$ cat src/pin_mux_pkg.sv
// shared constants for the pin function multiplexer
package pin_mux_pkg;

  // ----------------------------------------------------------------
  // pin indices
  // ----------------------------------------------------------------
  localparam int NUM_PINS = 16;
  localparam int PIN_A0   = 0;
  localparam int PIN_A1   = 1;
  localparam int PIN_A2   = 2;
  localparam int PIN_A3   = 3;
  localparam int PIN_A6   = 4;
  localparam int PIN_A7   = 5;
  localparam int PIN_B2   = 6;
  localparam int PIN_B3   = 7;
  localparam int PIN_B4   = 8;
  localparam int PIN_B5   = 9;
  localparam int PIN_B6   = 10;
  localparam int PIN_B7   = 11;
  localparam int PIN_C0   = 12;
  localparam int PIN_C1   = 13;
  localparam int PIN_C2   = 14;
  localparam int PIN_C3   = 15;

  // ----------------------------------------------------------------
  // ganged output group, enable bit k drives pin GANG_PIN[k]
  // ----------------------------------------------------------------
  localparam int NUM_GANG = 8;
  localparam int GANG_PIN [NUM_GANG] = '{PIN_B2, PIN_B3, PIN_B4, PIN_B5,
                                         PIN_C0, PIN_C1, PIN_C2, PIN_C3};

  // ----------------------------------------------------------------
  // register offsets
  // ----------------------------------------------------------------
  localparam logic [7:0] OFS_OPTIONS = 8'h00;
  localparam logic [7:0] OFS_GANG_EN = 8'h04;
  localparam logic [7:0] OFS_OWNER   = 8'h08;
  localparam logic [7:0] OFS_ANALOG  = 8'h0c;

  // ----------------------------------------------------------------
  // system_options_two fields
  // ----------------------------------------------------------------
  localparam int OPT_W        = 5;
  localparam int FLD_T1CH0    = 0;
  localparam int FLD_T1CH1    = 1;
  localparam int FLD_T2CH0    = 2;
  localparam int FLD_T2CH1    = 3;
  localparam int FLD_TWO_WIRE = 4;
  localparam int FLD_LOCKED   = 31;

  // ----------------------------------------------------------------
  // reset values
  // ----------------------------------------------------------------
  localparam logic [OPT_W-1:0]    OPTIONS_RST = 5'h00;
  localparam logic [NUM_GANG-1:0] GANG_RST    = 8'h00;

  // ----------------------------------------------------------------
  // pin owner, in rising priority
  // ----------------------------------------------------------------
  typedef enum logic [2:0] {
    OWN_PORT,
    OWN_TIMER,
    OWN_TWO_WIRE,
    OWN_GANGED,
    OWN_ANALOG
  } owner_t;

endpackage

$ cat src/pin_sync.sv
// two-stage synchroniser for pin input levels
`timescale 1ns/1ps
module pin_sync #(
  parameter int WIDTH = 16
) (
  input  wire logic             clk,
  input  wire logic             srst,
  input  wire logic [WIDTH-1:0] d,
  output logic      [WIDTH-1:0] q
);

  logic [WIDTH-1:0] meta_ff;

  // only the second stage is visible to logic
  always_ff @(posedge clk)
  begin
    if (srst)
    begin
      meta_ff <= '0;
      q       <= '0;
    end
    else
    begin
      meta_ff <= d;
      q       <= meta_ff;
    end
  end

endmodule

$ cat src/pin_function_priority_mux.sv
// pin function multiplexer with apb register slave
//
// Overview of operation
// - an option bit moves the two-wire clock and data from port a lines 3 and 2 to port b lines 7 and 6.
// - timer 1 channel pin select bits move channel 0 off port a line 0 and channel 1 off port b line 5.
// - timer 2 channel pin select bits move channel 0 off port a line 1 and channel 1 off port b line 4.
// - eight marked pins form a ganged output group, each enabled by its own bit and driven from port c line 0.
// - a pin enabled for ganged output ignores every digital peripheral that claims it.
// - a ganged pin copies value, drive strength and slew rate of port c line 0, bonded out or not.
// - comparator and converter both enabled on a shared pin both receive the pin level.
`timescale 1ns/1ps
module pin_function_priority_mux #(
  parameter int NPIN = pin_mux_pkg::NUM_PINS
) (
  input  wire logic            CLOCK,
  input  wire logic            SRST,
  // apb slave
  input  wire logic            PSEL,
  input  wire logic            PENABLE,
  input  wire logic            PWRITE,
  input  wire logic [7:0]      PADDR,
  input  wire logic [31:0]     PWDATA,
  output logic                 PREADY,
  output logic      [31:0]     PRDATA,
  output logic                 PSLVERR,
  // plain port function per pin
  input  wire logic [NPIN-1:0] PORT_OUT,
  input  wire logic [NPIN-1:0] PORT_OE,
  input  wire logic [NPIN-1:0] PORT_DRIVE,
  input  wire logic [NPIN-1:0] PORT_SLEW,
  // two-wire serial, open drain
  input  wire logic            TWI_EN,
  input  wire logic            SCL_OE,
  input  wire logic            SDA_OE,
  output logic                 SCL_IN,
  output logic                 SDA_IN,
  // timer channels
  input  wire logic [1:0]      TMR1_EN,
  input  wire logic [1:0]      TMR1_OUT,
  input  wire logic [1:0]      TMR1_OE,
  output logic      [1:0]      TMR1_IN,
  input  wire logic [1:0]      TMR2_EN,
  input  wire logic [1:0]      TMR2_OUT,
  input  wire logic [1:0]      TMR2_OE,
  output logic      [1:0]      TMR2_IN,
  // analog sharing
  input  wire logic [NPIN-1:0] ADC_PIN_EN,
  output logic      [NPIN-1:0] ADC_PIN_IN,
  input  wire logic            ANALOG_COMPARATOR_EN,
  output logic                 ANALOG_COMPARATOR_PLUS_IN,
  output logic                 ANALOG_COMPARATOR_MINUS_IN,
  // package pins
  input  wire logic [NPIN-1:0] PIN_IN,
  output logic      [NPIN-1:0] PIN_OUT,
  output logic      [NPIN-1:0] PIN_OE,
  output logic      [NPIN-1:0] PIN_DRIVE,
  output logic      [NPIN-1:0] PIN_SLEW
);

  // ----------------------------------------------------------------
  // helpers
  // ----------------------------------------------------------------
  function automatic logic [NPIN-1:0] onehot(input int idx, input logic en);
    logic [NPIN-1:0] v;
    v = '0;
    v[idx] = en;
    return v;
  endfunction

  function automatic logic [NPIN-1:0] gang_expand(
    input logic [pin_mux_pkg::NUM_GANG-1:0] en);
    logic [NPIN-1:0] v;
    v = '0;
    for (int k = 0; k < pin_mux_pkg::NUM_GANG; k++)
      v[pin_mux_pkg::GANG_PIN[k]] = en[k];
    return v;
  endfunction

  // ----------------------------------------------------------------
  // registers
  // ----------------------------------------------------------------
  logic [pin_mux_pkg::OPT_W-1:0]    options_ff;
  logic                             locked_ff;
  logic [pin_mux_pkg::NUM_GANG-1:0] gang_en_ff;
  logic [NPIN-1:0]                  owner_ff;
  logic [NPIN-1:0]                  analog_ff;
  logic [NPIN-1:0]                  pin_lvl;

  // ----------------------------------------------------------------
  // apb decode
  // ----------------------------------------------------------------
  wire logic hit_opt    = (PADDR == pin_mux_pkg::OFS_OPTIONS);
  wire logic hit_gang   = (PADDR == pin_mux_pkg::OFS_GANG_EN);
  wire logic hit_owner  = (PADDR == pin_mux_pkg::OFS_OWNER);
  wire logic hit_analog = (PADDR == pin_mux_pkg::OFS_ANALOG);
  wire logic hit_any    = hit_opt | hit_gang | hit_owner | hit_analog;
  wire logic setup      = PSEL & ~PENABLE;
  wire logic access     = PSEL & PENABLE;
  wire logic wr_en      = access & PWRITE & hit_any;
  // write-once: later writes to the options word are dropped silently
  wire logic wr_opt     = wr_en & hit_opt & ~locked_ff;
  wire logic wr_gang    = wr_en & hit_gang;

  logic [31:0] rd_word;
  always_comb
  begin
    rd_word = '0;
    if (hit_opt)
    begin
      rd_word[pin_mux_pkg::OPT_W-1:0]    = options_ff;
      rd_word[pin_mux_pkg::FLD_LOCKED]   = locked_ff;
    end
    else if (hit_gang)
      rd_word[pin_mux_pkg::NUM_GANG-1:0] = gang_en_ff;
    else if (hit_owner)
      rd_word[NPIN-1:0] = owner_ff;
    else if (hit_analog)
      rd_word[NPIN-1:0] = analog_ff;
  end

  // zero wait states; an unmapped address answers with an error
  assign PREADY  = 1'b1;
  assign PSLVERR = access & ~hit_any;

  always_ff @(posedge CLOCK)
  begin
    if (SRST)
    begin
      options_ff <= pin_mux_pkg::OPTIONS_RST;
      locked_ff  <= 1'b0;
      gang_en_ff <= pin_mux_pkg::GANG_RST;
      PRDATA     <= '0;
    end
    else
    begin
      if (wr_opt)
      begin
        options_ff <= PWDATA[pin_mux_pkg::OPT_W-1:0];
        locked_ff  <= 1'b1;
      end
      if (wr_gang)
      begin
        gang_en_ff <= PWDATA[pin_mux_pkg::NUM_GANG-1:0];
      end
      if (setup)
      begin
        PRDATA <= PWRITE ? 32'h0000_0000 : rd_word;
      end
    end
  end

  // ----------------------------------------------------------------
  // function locations
  // ----------------------------------------------------------------
  wire logic sel_twi  = options_ff[pin_mux_pkg::FLD_TWO_WIRE];
  wire logic sel_t1c0 = options_ff[pin_mux_pkg::FLD_T1CH0];
  wire logic sel_t1c1 = options_ff[pin_mux_pkg::FLD_T1CH1];
  wire logic sel_t2c0 = options_ff[pin_mux_pkg::FLD_T2CH0];
  wire logic sel_t2c1 = options_ff[pin_mux_pkg::FLD_T2CH1];

  wire integer scl_pin  = sel_twi  ? pin_mux_pkg::PIN_B7 : pin_mux_pkg::PIN_A3;
  wire integer sda_pin  = sel_twi  ? pin_mux_pkg::PIN_B6 : pin_mux_pkg::PIN_A2;
  wire integer t1c0_pin = sel_t1c0 ? pin_mux_pkg::PIN_C0 : pin_mux_pkg::PIN_A0;
  wire integer t1c1_pin = sel_t1c1 ? pin_mux_pkg::PIN_C1 : pin_mux_pkg::PIN_B5;
  wire integer t2c0_pin = sel_t2c0 ? pin_mux_pkg::PIN_A6 : pin_mux_pkg::PIN_A1;
  wire integer t2c1_pin = sel_t2c1 ? pin_mux_pkg::PIN_A7 : pin_mux_pkg::PIN_B4;

  // ----------------------------------------------------------------
  // claim vectors per function
  // ----------------------------------------------------------------
  wire logic [NPIN-1:0] twi_claim = onehot(scl_pin, TWI_EN) | onehot(sda_pin, TWI_EN);
  wire logic [NPIN-1:0] twi_oe    = onehot(scl_pin, TWI_EN & SCL_OE)
                                  | onehot(sda_pin, TWI_EN & SDA_OE);

  wire logic [NPIN-1:0] tmr_claim = onehot(t1c0_pin, TMR1_EN[0]) | onehot(t1c1_pin, TMR1_EN[1])
                                  | onehot(t2c0_pin, TMR2_EN[0]) | onehot(t2c1_pin, TMR2_EN[1]);
  wire logic [NPIN-1:0] tmr_out   = onehot(t1c0_pin, TMR1_EN[0] & TMR1_OUT[0])
                                  | onehot(t1c1_pin, TMR1_EN[1] & TMR1_OUT[1])
                                  | onehot(t2c0_pin, TMR2_EN[0] & TMR2_OUT[0])
                                  | onehot(t2c1_pin, TMR2_EN[1] & TMR2_OUT[1]);
  wire logic [NPIN-1:0] tmr_oe    = onehot(t1c0_pin, TMR1_EN[0] & TMR1_OE[0])
                                  | onehot(t1c1_pin, TMR1_EN[1] & TMR1_OE[1])
                                  | onehot(t2c0_pin, TMR2_EN[0] & TMR2_OE[0])
                                  | onehot(t2c1_pin, TMR2_EN[1] & TMR2_OE[1]);

  wire logic [NPIN-1:0] gang_claim = gang_expand(gang_en_ff);

  // both analog users only observe the pin, so neither excludes the other
  wire logic [NPIN-1:0] analog_comparator_claim = onehot(pin_mux_pkg::PIN_A0, ANALOG_COMPARATOR_EN)
                                   | onehot(pin_mux_pkg::PIN_A1, ANALOG_COMPARATOR_EN);
  wire logic [NPIN-1:0] ana_claim  = ADC_PIN_EN | analog_comparator_claim;

  // master settings come from the port c line 0 port logic, which exists even unbonded
  wire logic mst_out   = PORT_OUT[pin_mux_pkg::PIN_C0];
  wire logic mst_drive = PORT_DRIVE[pin_mux_pkg::PIN_C0];
  wire logic mst_slew  = PORT_SLEW[pin_mux_pkg::PIN_C0];

  // ----------------------------------------------------------------
  // per-pin priority resolution
  // ----------------------------------------------------------------
  pin_mux_pkg::owner_t owner [NPIN];
  logic [NPIN-1:0]     nxt_pin_out;
  logic [NPIN-1:0]     nxt_pin_oe;
  logic [NPIN-1:0]     nxt_pin_drive;
  logic [NPIN-1:0]     nxt_pin_slew;
  logic [NPIN-1:0]     nxt_owner;
  logic [NPIN-1:0]     nxt_analog;

  always_comb
  begin
    for (int i = 0; i < NPIN; i++)
    begin
      owner[i] = pin_mux_pkg::OWN_PORT;
      if (tmr_claim[i])
        owner[i] = pin_mux_pkg::OWN_TIMER;
      if (twi_claim[i])
        owner[i] = pin_mux_pkg::OWN_TWO_WIRE;
      if (gang_claim[i])
        owner[i] = pin_mux_pkg::OWN_GANGED;
      if (ana_claim[i])
        owner[i] = pin_mux_pkg::OWN_ANALOG;
      nxt_owner[i]  = (owner[i] != pin_mux_pkg::OWN_PORT);
      nxt_analog[i] = (owner[i] == pin_mux_pkg::OWN_ANALOG);
    end
  end

  always_comb
  begin
    for (int i = 0; i < NPIN; i++)
    begin
      case (owner[i])
        pin_mux_pkg::OWN_PORT:
        begin
          nxt_pin_out[i]   = PORT_OUT[i];
          nxt_pin_oe[i]    = PORT_OE[i];
          nxt_pin_drive[i] = PORT_DRIVE[i];
          nxt_pin_slew[i]  = PORT_SLEW[i];
        end
        pin_mux_pkg::OWN_TIMER:
        begin
          nxt_pin_out[i]   = tmr_out[i];
          nxt_pin_oe[i]    = tmr_oe[i];
          nxt_pin_drive[i] = PORT_DRIVE[i];
          nxt_pin_slew[i]  = PORT_SLEW[i];
        end
        pin_mux_pkg::OWN_TWO_WIRE:
        begin
          // open drain: only ever pulls low
          nxt_pin_out[i]   = 1'b0;
          nxt_pin_oe[i]    = twi_oe[i];
          nxt_pin_drive[i] = PORT_DRIVE[i];
          nxt_pin_slew[i]  = PORT_SLEW[i];
        end
        pin_mux_pkg::OWN_GANGED:
        begin
          nxt_pin_out[i]   = mst_out;
          nxt_pin_oe[i]    = 1'b1;
          nxt_pin_drive[i] = mst_drive;
          nxt_pin_slew[i]  = mst_slew;
        end
        default:
        begin
          // analog owner: digital driver off so the analog input sees the pad
          nxt_pin_out[i]   = 1'b0;
          nxt_pin_oe[i]    = 1'b0;
          nxt_pin_drive[i] = 1'b0;
          nxt_pin_slew[i]  = 1'b0;
        end
      endcase
    end
  end

  // ----------------------------------------------------------------
  // pad outputs and owner status
  // ----------------------------------------------------------------
  always_ff @(posedge CLOCK)
  begin
    if (SRST)
    begin
      PIN_OUT   <= '0;
      PIN_OE    <= '0;
      PIN_DRIVE <= '0;
      PIN_SLEW  <= '0;
      owner_ff  <= '0;
      analog_ff <= '0;
    end
    else
    begin
      PIN_OUT   <= nxt_pin_out;
      PIN_OE    <= nxt_pin_oe;
      PIN_DRIVE <= nxt_pin_drive;
      PIN_SLEW  <= nxt_pin_slew;
      owner_ff  <= nxt_owner;
      analog_ff <= nxt_analog;
    end
  end

  // ----------------------------------------------------------------
  // inputs back to the peripherals
  // ----------------------------------------------------------------
  pin_sync #(.WIDTH (NPIN)) u_sync (
    .clk  (CLOCK),
    .srst (SRST),
    .d    (PIN_IN),
    .q    (pin_lvl)
  );

  // pad level reaches a module only where that module claims the pin, even where a higher-priority owner wins it
  wire logic [NPIN-1:0] sel_lvl = pin_lvl & twi_claim;
  wire logic [NPIN-1:0] tmr_lvl = pin_lvl & tmr_claim;

  always_ff @(posedge CLOCK)
  begin
    if (SRST)
    begin
      SCL_IN        <= 1'b1;
      SDA_IN        <= 1'b1;
      TMR1_IN       <= '0;
      TMR2_IN       <= '0;
      ADC_PIN_IN    <= '0;
      ANALOG_COMPARATOR_PLUS_IN  <= 1'b0;
      ANALOG_COMPARATOR_MINUS_IN <= 1'b0;
    end
    else
    begin
      SCL_IN        <= ~TWI_EN | sel_lvl[scl_pin];
      SDA_IN        <= ~TWI_EN | sel_lvl[sda_pin];
      TMR1_IN       <= {tmr_lvl[t1c1_pin], tmr_lvl[t1c0_pin]};
      TMR2_IN       <= {tmr_lvl[t2c1_pin], tmr_lvl[t2c0_pin]};
      ADC_PIN_IN    <= pin_lvl & ADC_PIN_EN;
      ANALOG_COMPARATOR_PLUS_IN  <= ANALOG_COMPARATOR_EN & pin_lvl[pin_mux_pkg::PIN_A0];
      ANALOG_COMPARATOR_MINUS_IN <= ANALOG_COMPARATOR_EN & pin_lvl[pin_mux_pkg::PIN_A1];
    end
  end

endmodule

$ cat config.mk
export PLATFORM = sky130hd
export DESIGN_NAME = pin_function_priority_mux
export DESIGN_NICKNAME = d
export VERILOG_FILES = /design/src/pin_mux_pkg.sv /design/src/pin_sync.sv /design/src/pin_function_priority_mux.sv
export SDC_FILE = /design/constraint.sdc
export NUM_CORES = 1
export LEC_CHECK = 0
export ABC_AREA = 1
export BUFFER_PORTS_ARGS = -buffer_cell sky130_fd_sc_hd__buf_2
export CORE_MARGIN = 2
export CORE_UTILIZATION = 43
export CTS_CLUSTER_DIAMETER = 120
export DETAILED_ROUTE_END_ITERATION = 8
export PLACE_DENSITY = 0.76
export SYNTH_ARGS = -nofsm -noshare
export SYNTH_HDL_FRONTEND = slang
export SYNTH_SLANG_ARGS = --single-unit
$ cat constraint.sdc
create_clock -name CLOCK -period 1.2 [get_ports CLOCK]
set_input_delay 0.06 -clock CLOCK [delete_from_list [all_inputs] [get_ports CLOCK]]
set_output_delay 0.06 -clock CLOCK [all_outputs]
set_load 0.03 [all_outputs]
# == Yosys cells after proc, flatten, opt, wreduce, memory -nomap -nowiden ==
# Cells that the tools add are included.
# totals
reg_bits,198
in_bits,157
out_inout_bits,122
elab_cells,381
# classes
order_cmp,12
n_eq_ne,67
mux,162
n_bitwise,62
reduce_logical,57
# ops
cell,count
16-bit AND,19
16-bit OR,11
3-bit two-way mux,42
3-bit by 2-bit == test with 1-bit output (second input constant),32
1-bit case mux with 4 select lines,16
1-bit case mux with 2 select lines,31
3-bit by 1-bit == test with 1-bit output (second input constant),16
3-bit == test (second input constant),16
3-bit logical NOT,16
3-bit nonzero test,16
1-bit case mux with 3 select lines,15
3-bit OR reduction,15
1-bit two-way mux,35
16-bit two-way mux,2
32-bit two-way mux,1
4-bit by 5-bit less-than comparator with 1-bit output (second input constant),5
1-bit binary-select mux with 4-bit select,6
1-bit demux with 4-bit select,6
1-bit AND,20
4-bit by 1-bit >= comparator with 1-bit output (second input constant),5
8-bit by 4-bit == test with 1-bit output (second input constant),2
4-bit two-way mux,4
8-bit two-way mux,2
16-bit by 2-bit OR with 16-bit output,1
other kinds (12),26

# == Longest topological paths before layout ==
# logic_depth
word_depth,17
ltp_mapped,11

# == Hierarchy ==
# A second synthesis with hierarchy kept.
# unflattened
cells_unflattened,862
area_unflattened_um2,6631.4
# by_module_without_submodules
module,instances,cells_per_inst,area_each_um2,seq_area_each_um2
pin_function_priority_mux,1,763,5716.7,3022.9
pin_sync,1,99,914.6,640.6

# == Worst setup path after synthesis ==
# OpenSTA, ideal clock, no wires.
# synth_timing
path_type,input port to flip-flop
start,input PADDR[7]
end,register gang_en_ff[0] (netlist bit)
setup_time_ns,0.110
arrival_ns,1.017
t_required_ns,1.090
slack_ns,0.073
cell_stages,8
path_buffers,2
path_cell_list,nor2_2 nand2_4 nor2_2 buf_4 buf_4 nand4_1 nand2_1 nor2_2
# synth_via
elab_chain_cells,6
# synth_lines
element,line_no,rtl
"start, declared",pin_function_priority_mux.sv:21,"input wire logic [7:0] PADDR,"
8-bit by 3-bit == test with 1-bit output / 8-bit logical NOT (equally long branches),"pin_function_priority_mux.sv:93, pin_function_priority_mux.sv:92",
1-bit OR (3 in a row),pin_function_priority_mux.sv:96,wire logic hit_any = hit_opt | hit_gang | hit_owner | hit_analog;
1-bit AND,pin_function_priority_mux.sv:99,wire logic wr_en = access & PWRITE & hit_any;
1-bit AND *,pin_function_priority_mux.sv:102,wire logic wr_gang = wr_en & hit_gang;
"end signal, assigned",pin_function_priority_mux.sv:131,gang_en_ff <= pin_mux_pkg::GANG_RST;
"end signal, assigned",pin_function_priority_mux.sv:143,gang_en_ff <= PWDATA[pin_mux_pkg::NUM_GANG-1:0];
"end, declared",pin_function_priority_mux.sv:84,logic [pin_mux_pkg::NUM_GANG-1:0] gang_en_ff;
# Mark *: on every way between the ends. The rest lies on a longest branch, timed or not.
# A chain may end at the register's enable or synchronous reset.

# == Worst setup path after layout ==
# layout_timing
start,input ADC_PIN_EN[4]
end,register PIN_DRIVE[4]
# layout_via
elab_chain_cells,5
# layout_lines
element,line_no,rtl
"start, declared",pin_function_priority_mux.sv:47,"input wire logic [NPIN-1:0] ADC_PIN_EN,"
16-bit by 2-bit OR with 16-bit output *,pin_function_priority_mux.sv:191,wire logic [NPIN-1:0] ana_claim = ADC_PIN_EN | analog_comparator_claim;
3-bit two-way mux *,pin_function_priority_mux.sv:220,if (ana_claim[i])
3-bit by 2-bit == test with 1-bit output (tied with other cells),pin_function_priority_mux.sv:231,case (owner[i])
3-bit OR reduction (no source line),--,
1-bit case mux with 2 select lines *,pin_function_priority_mux.sv:231,
"end signal, assigned",pin_function_priority_mux.sv:291,PIN_DRIVE <= nxt_pin_drive;
"end, declared",pin_function_priority_mux.sv:56,"output logic [NPIN-1:0] PIN_DRIVE,"
# Marked as above.

==> summary.txt <==
Status
  • Run status: finished, final reports clean

Die
  • Die Wd: 128 um
  • Initial Util: 0.436
  • Chip height: 128 um
  • FP Rows: 45
  • Core Area: 15100 um2
  • IO Pins: 279
  • Die footprint: 16300 um2

GRT
  • Initial antenna violation count: 1
  • Total track usage: 0.267
  • Grt ovf: 0
  • Largest net degree at the start of global routing: 38
  • Number of global-route vias before repair: 6978
  • First-pass GRT wire length: 33800 um

Worst setup path
  • CP max-delay cell: dlygate4sd3_1
  • Crit path top cell by count: dlygate4sd3_1
  • Critical path type: primary input to flip-flop
  • Setup crit end kind: flip-flop
  • Setup crit end: PIN_DRIVE[4]
  • Startpoint Class: primary input
  • Worst reg2reg setup slack: 90 ps
  • Worst flop-to-flop path endpoint: ADC_PIN_IN[1]
  • Crit-path cells: dlygate4sd3_1 > buf_2 > nor3b_2 > dlygate4sd3_1
  • Reg2reg start: u_sync.q[1]
  • Worst-path fanout max: 5
  • CP Data Required Time: 1570 ps
  • Origin of the worst setup path: ADC_PIN_EN[4]
  • CP arrival: 1530 ps
  • Critical path's largest stage delay: 580 ps
  • Worst Reg2Reg Path Length in Cells: 3

Routing
  • Total wire length: 21700 um
  • Vias/cell: 4.66
  • Max Used Layer: met4
  • TritonRoute pass-1 iters: 5
  • Wire length on met1: 8570 um
  • Drt drc: 0
  • Initial DRC count: 459
  • Met3 routed WL: 1360 um
  • Drt wl/cell: 14.9 um
  • Antenna Nets Post-Route: 0
  • Routed length on met2: 10900 um
  • Vias: 6800

Logic synthesis
  • Synth top area cells: dfxtp_1, nand2_1, nor2_1
  • Post-synth EDFFs: 0
  • Cell taking the most area after synthesis: dfxtp_1
  • Yosys top cell area share: 0.556
  • Syn Inst Count: 853
  • Synth Flop Type: dfxtp_1
  • Count of cell types in the netlist: 31
  • Avg Cell Area, Syn: 7.72 um2
  • Seq/Total Area, Yosys: 0.556
  • Ys Warns: 0
  • Post-synth ARST share: 0
  • Syn Std Cell Area: 6590 um2
  • Yosys reg bits: 183

Timing
  • Final Setup Violations: 0
  • Clk_skew: 11.0 ps
  • RSZ-0062 raised after global routing: true
  • Final hold slack: 12.8 ps
  • Fin. Hold Viols: 0
  • Final Critical Period: 1160 ps
  • Final Cycle Share: 0.963
  • Max frequency: 865 MHz
  • Slew Viols, Final: 0

CTS
  • Num CTS Buffers: 17
  • Clock transition at path regs: 70 ps
  • CTS Root Cell: clkbuf_16
  • CTS tree: done
  • Maximum clock path buffer count: 2
  • TritonCTS Sinks: 183
  • H-Tree Depth: 4
  • Insertion delay to the later sink of the worst-skew pair: 430 ps

Power
  • Sequential power share: 0.460
  • Psw: 0.00329 W
  • Switching Fraction: 0.238
  • Power, Total: 0.0138 W
  • Leakage: 5.19 nW
  • Maximum vdd drop: 0.983 mV
  • Internal: 0.0105 W
  • Comb pwr share: 0.117
  • Share of total power in the clock network: 0.423
  • Pwr/cell area: 1340 nW/um2

Run
  • Max Cap Violations: 0

Final layout
  • Share of cells above drive strength 1: 0.265
  • # nets final: 1413
  • Commonest non-fill, non-tap cells in the layout: buf_2, nand2_1, dfxtp_1
  • Commonest non-fill, non-tap cell in the layout: buf_2
  • P&R area growth vs syn: 56.0%

Placed design
  • # port buffers: 238
  • Hpwl dp: 13700 um
  • Final GP Congestion: 0.850

Worst hold path
  • Worst hold path type: primary input to flip-flop
  • HP Start: ADC_PIN_EN[11]
[flip-flops by register name, indices dropped and copies added (netlist names), 5 cells and up]
register        cells
PRDATA             17
ADC_PIN_IN         16
PIN_DRIVE          16
PIN_OE             16
PIN_OUT            16
PIN_SLEW           16
analog_ff          16
owner_ff           16
u_sync.meta_ff     16
u_sync.q           16
gang_en_ff          8
options_ff          5
[what timing repair did]
item / 4_1_cts / 5_1_grt
endpoints found under the hold margin: 137 / 0
buffers inserted: 0 / 0
resized for setup: 0 / 18
endpoints found under the setup margin: 0 / 14
hold buffers: 140 / 0
[metal layers]
| layer | vias up | GRT usage |
|---|---|---|
| li1 | 3376 | - |
| met5 | - | 0 |
| met1 | 3048 | 0.296 |
| met4 | 0 | 0.137 |
| met3 | 71 | 0.0659 |
| met2 | 305 | 0.474 |
[logic make-up after synthesis]
family                 count (synthesis)  synth area share
AND/OR/NAND/NOR                      420             0.269
flip-flops                           183             0.556
buffers and inverters                166             0.108
AO/OA/AOI/OAI                         82            0.0659
other                                  2           0.00114
[cell type report]
cell class                      instances  area, um2
Timing Repair Buffer                  413       2980
Tap cell                              188        235
Antenna cell                            1       2.50
Sequential cell                       183       3660
Clock inverter                         10        143
Fill cell                            1162       4820
Inverter                              122        458
Multi-Input combinational cell        519       2310
Clock buffer                           22        484
[stage by stage]
step	setup slack, ps	utilization	area, um2	instances	setup TNS (ps)
floorplan	73.1	-	6640	867	0
global placement	-121	0.543	8200	1285	-2250
detailed placement	-188	0.543	8200	1285	-3140
CTS	10.3	0.678	10200	1457	0
global route	-13.6	0.681	10300	1458	-13.6
finish	44.1	0.681	10300	1458	0
[how the worst min path moves through the flow]
stage,cells past startpoint,to
3_3_place_gp,3,u_sync.meta_ff[11]
5_1_grt,4,PIN_OUT[11]
2_1_floorplan,1,PIN_DRIVE[4]
6_report,4,PIN_OUT[11]
4_1_cts,4,PIN_OUT[11]
3_5_place_dp,3,u_sync.meta_ff[12]
[synthesized netlist by cell type, types with 2 or more instances]
| cell | n |
|---|---|
| a21oi_1 | 65 |
| a22o_1 | 3 |
| buf_2 | 2 |
| buf_4 | 18 |
| clkbuf_1 | 22 |
| conb_1 | 2 |
| dfxtp_1 | 183 |
| inv_1 | 119 |
| inv_2 | 2 |
| nand2_1 | 196 |
| nand2_2 | 2 |
| nand2_4 | 2 |
| nand3_1 | 35 |
| nand4_1 | 9 |
| nor2_1 | 147 |
| nor2_2 | 9 |
| nor2_4 | 5 |
| nor3_1 | 9 |
| nor3b_1 | 4 |
| o21ai_0 | 7 |
| o22ai_1 | 2 |
[worst max-delay path, delay by kind of cell]
kind                   cells  cell delay [ps]
and+or+nand+nor            1              190
buffers and inverters      3             1280
[power by group through the flow]
stage                     registers [W]  clock network, W  logic, W
after floorplan                 0.00668                 0  0.000493
after global placement          0.00647                 0   0.00120
after detailed placement        0.00648                 0   0.00121
after CTS                       0.00634           0.00590   0.00155
after global routing            0.00636           0.00619   0.00174
final                           0.00635           0.00584   0.00161
(Power assumes the default switching activity.)
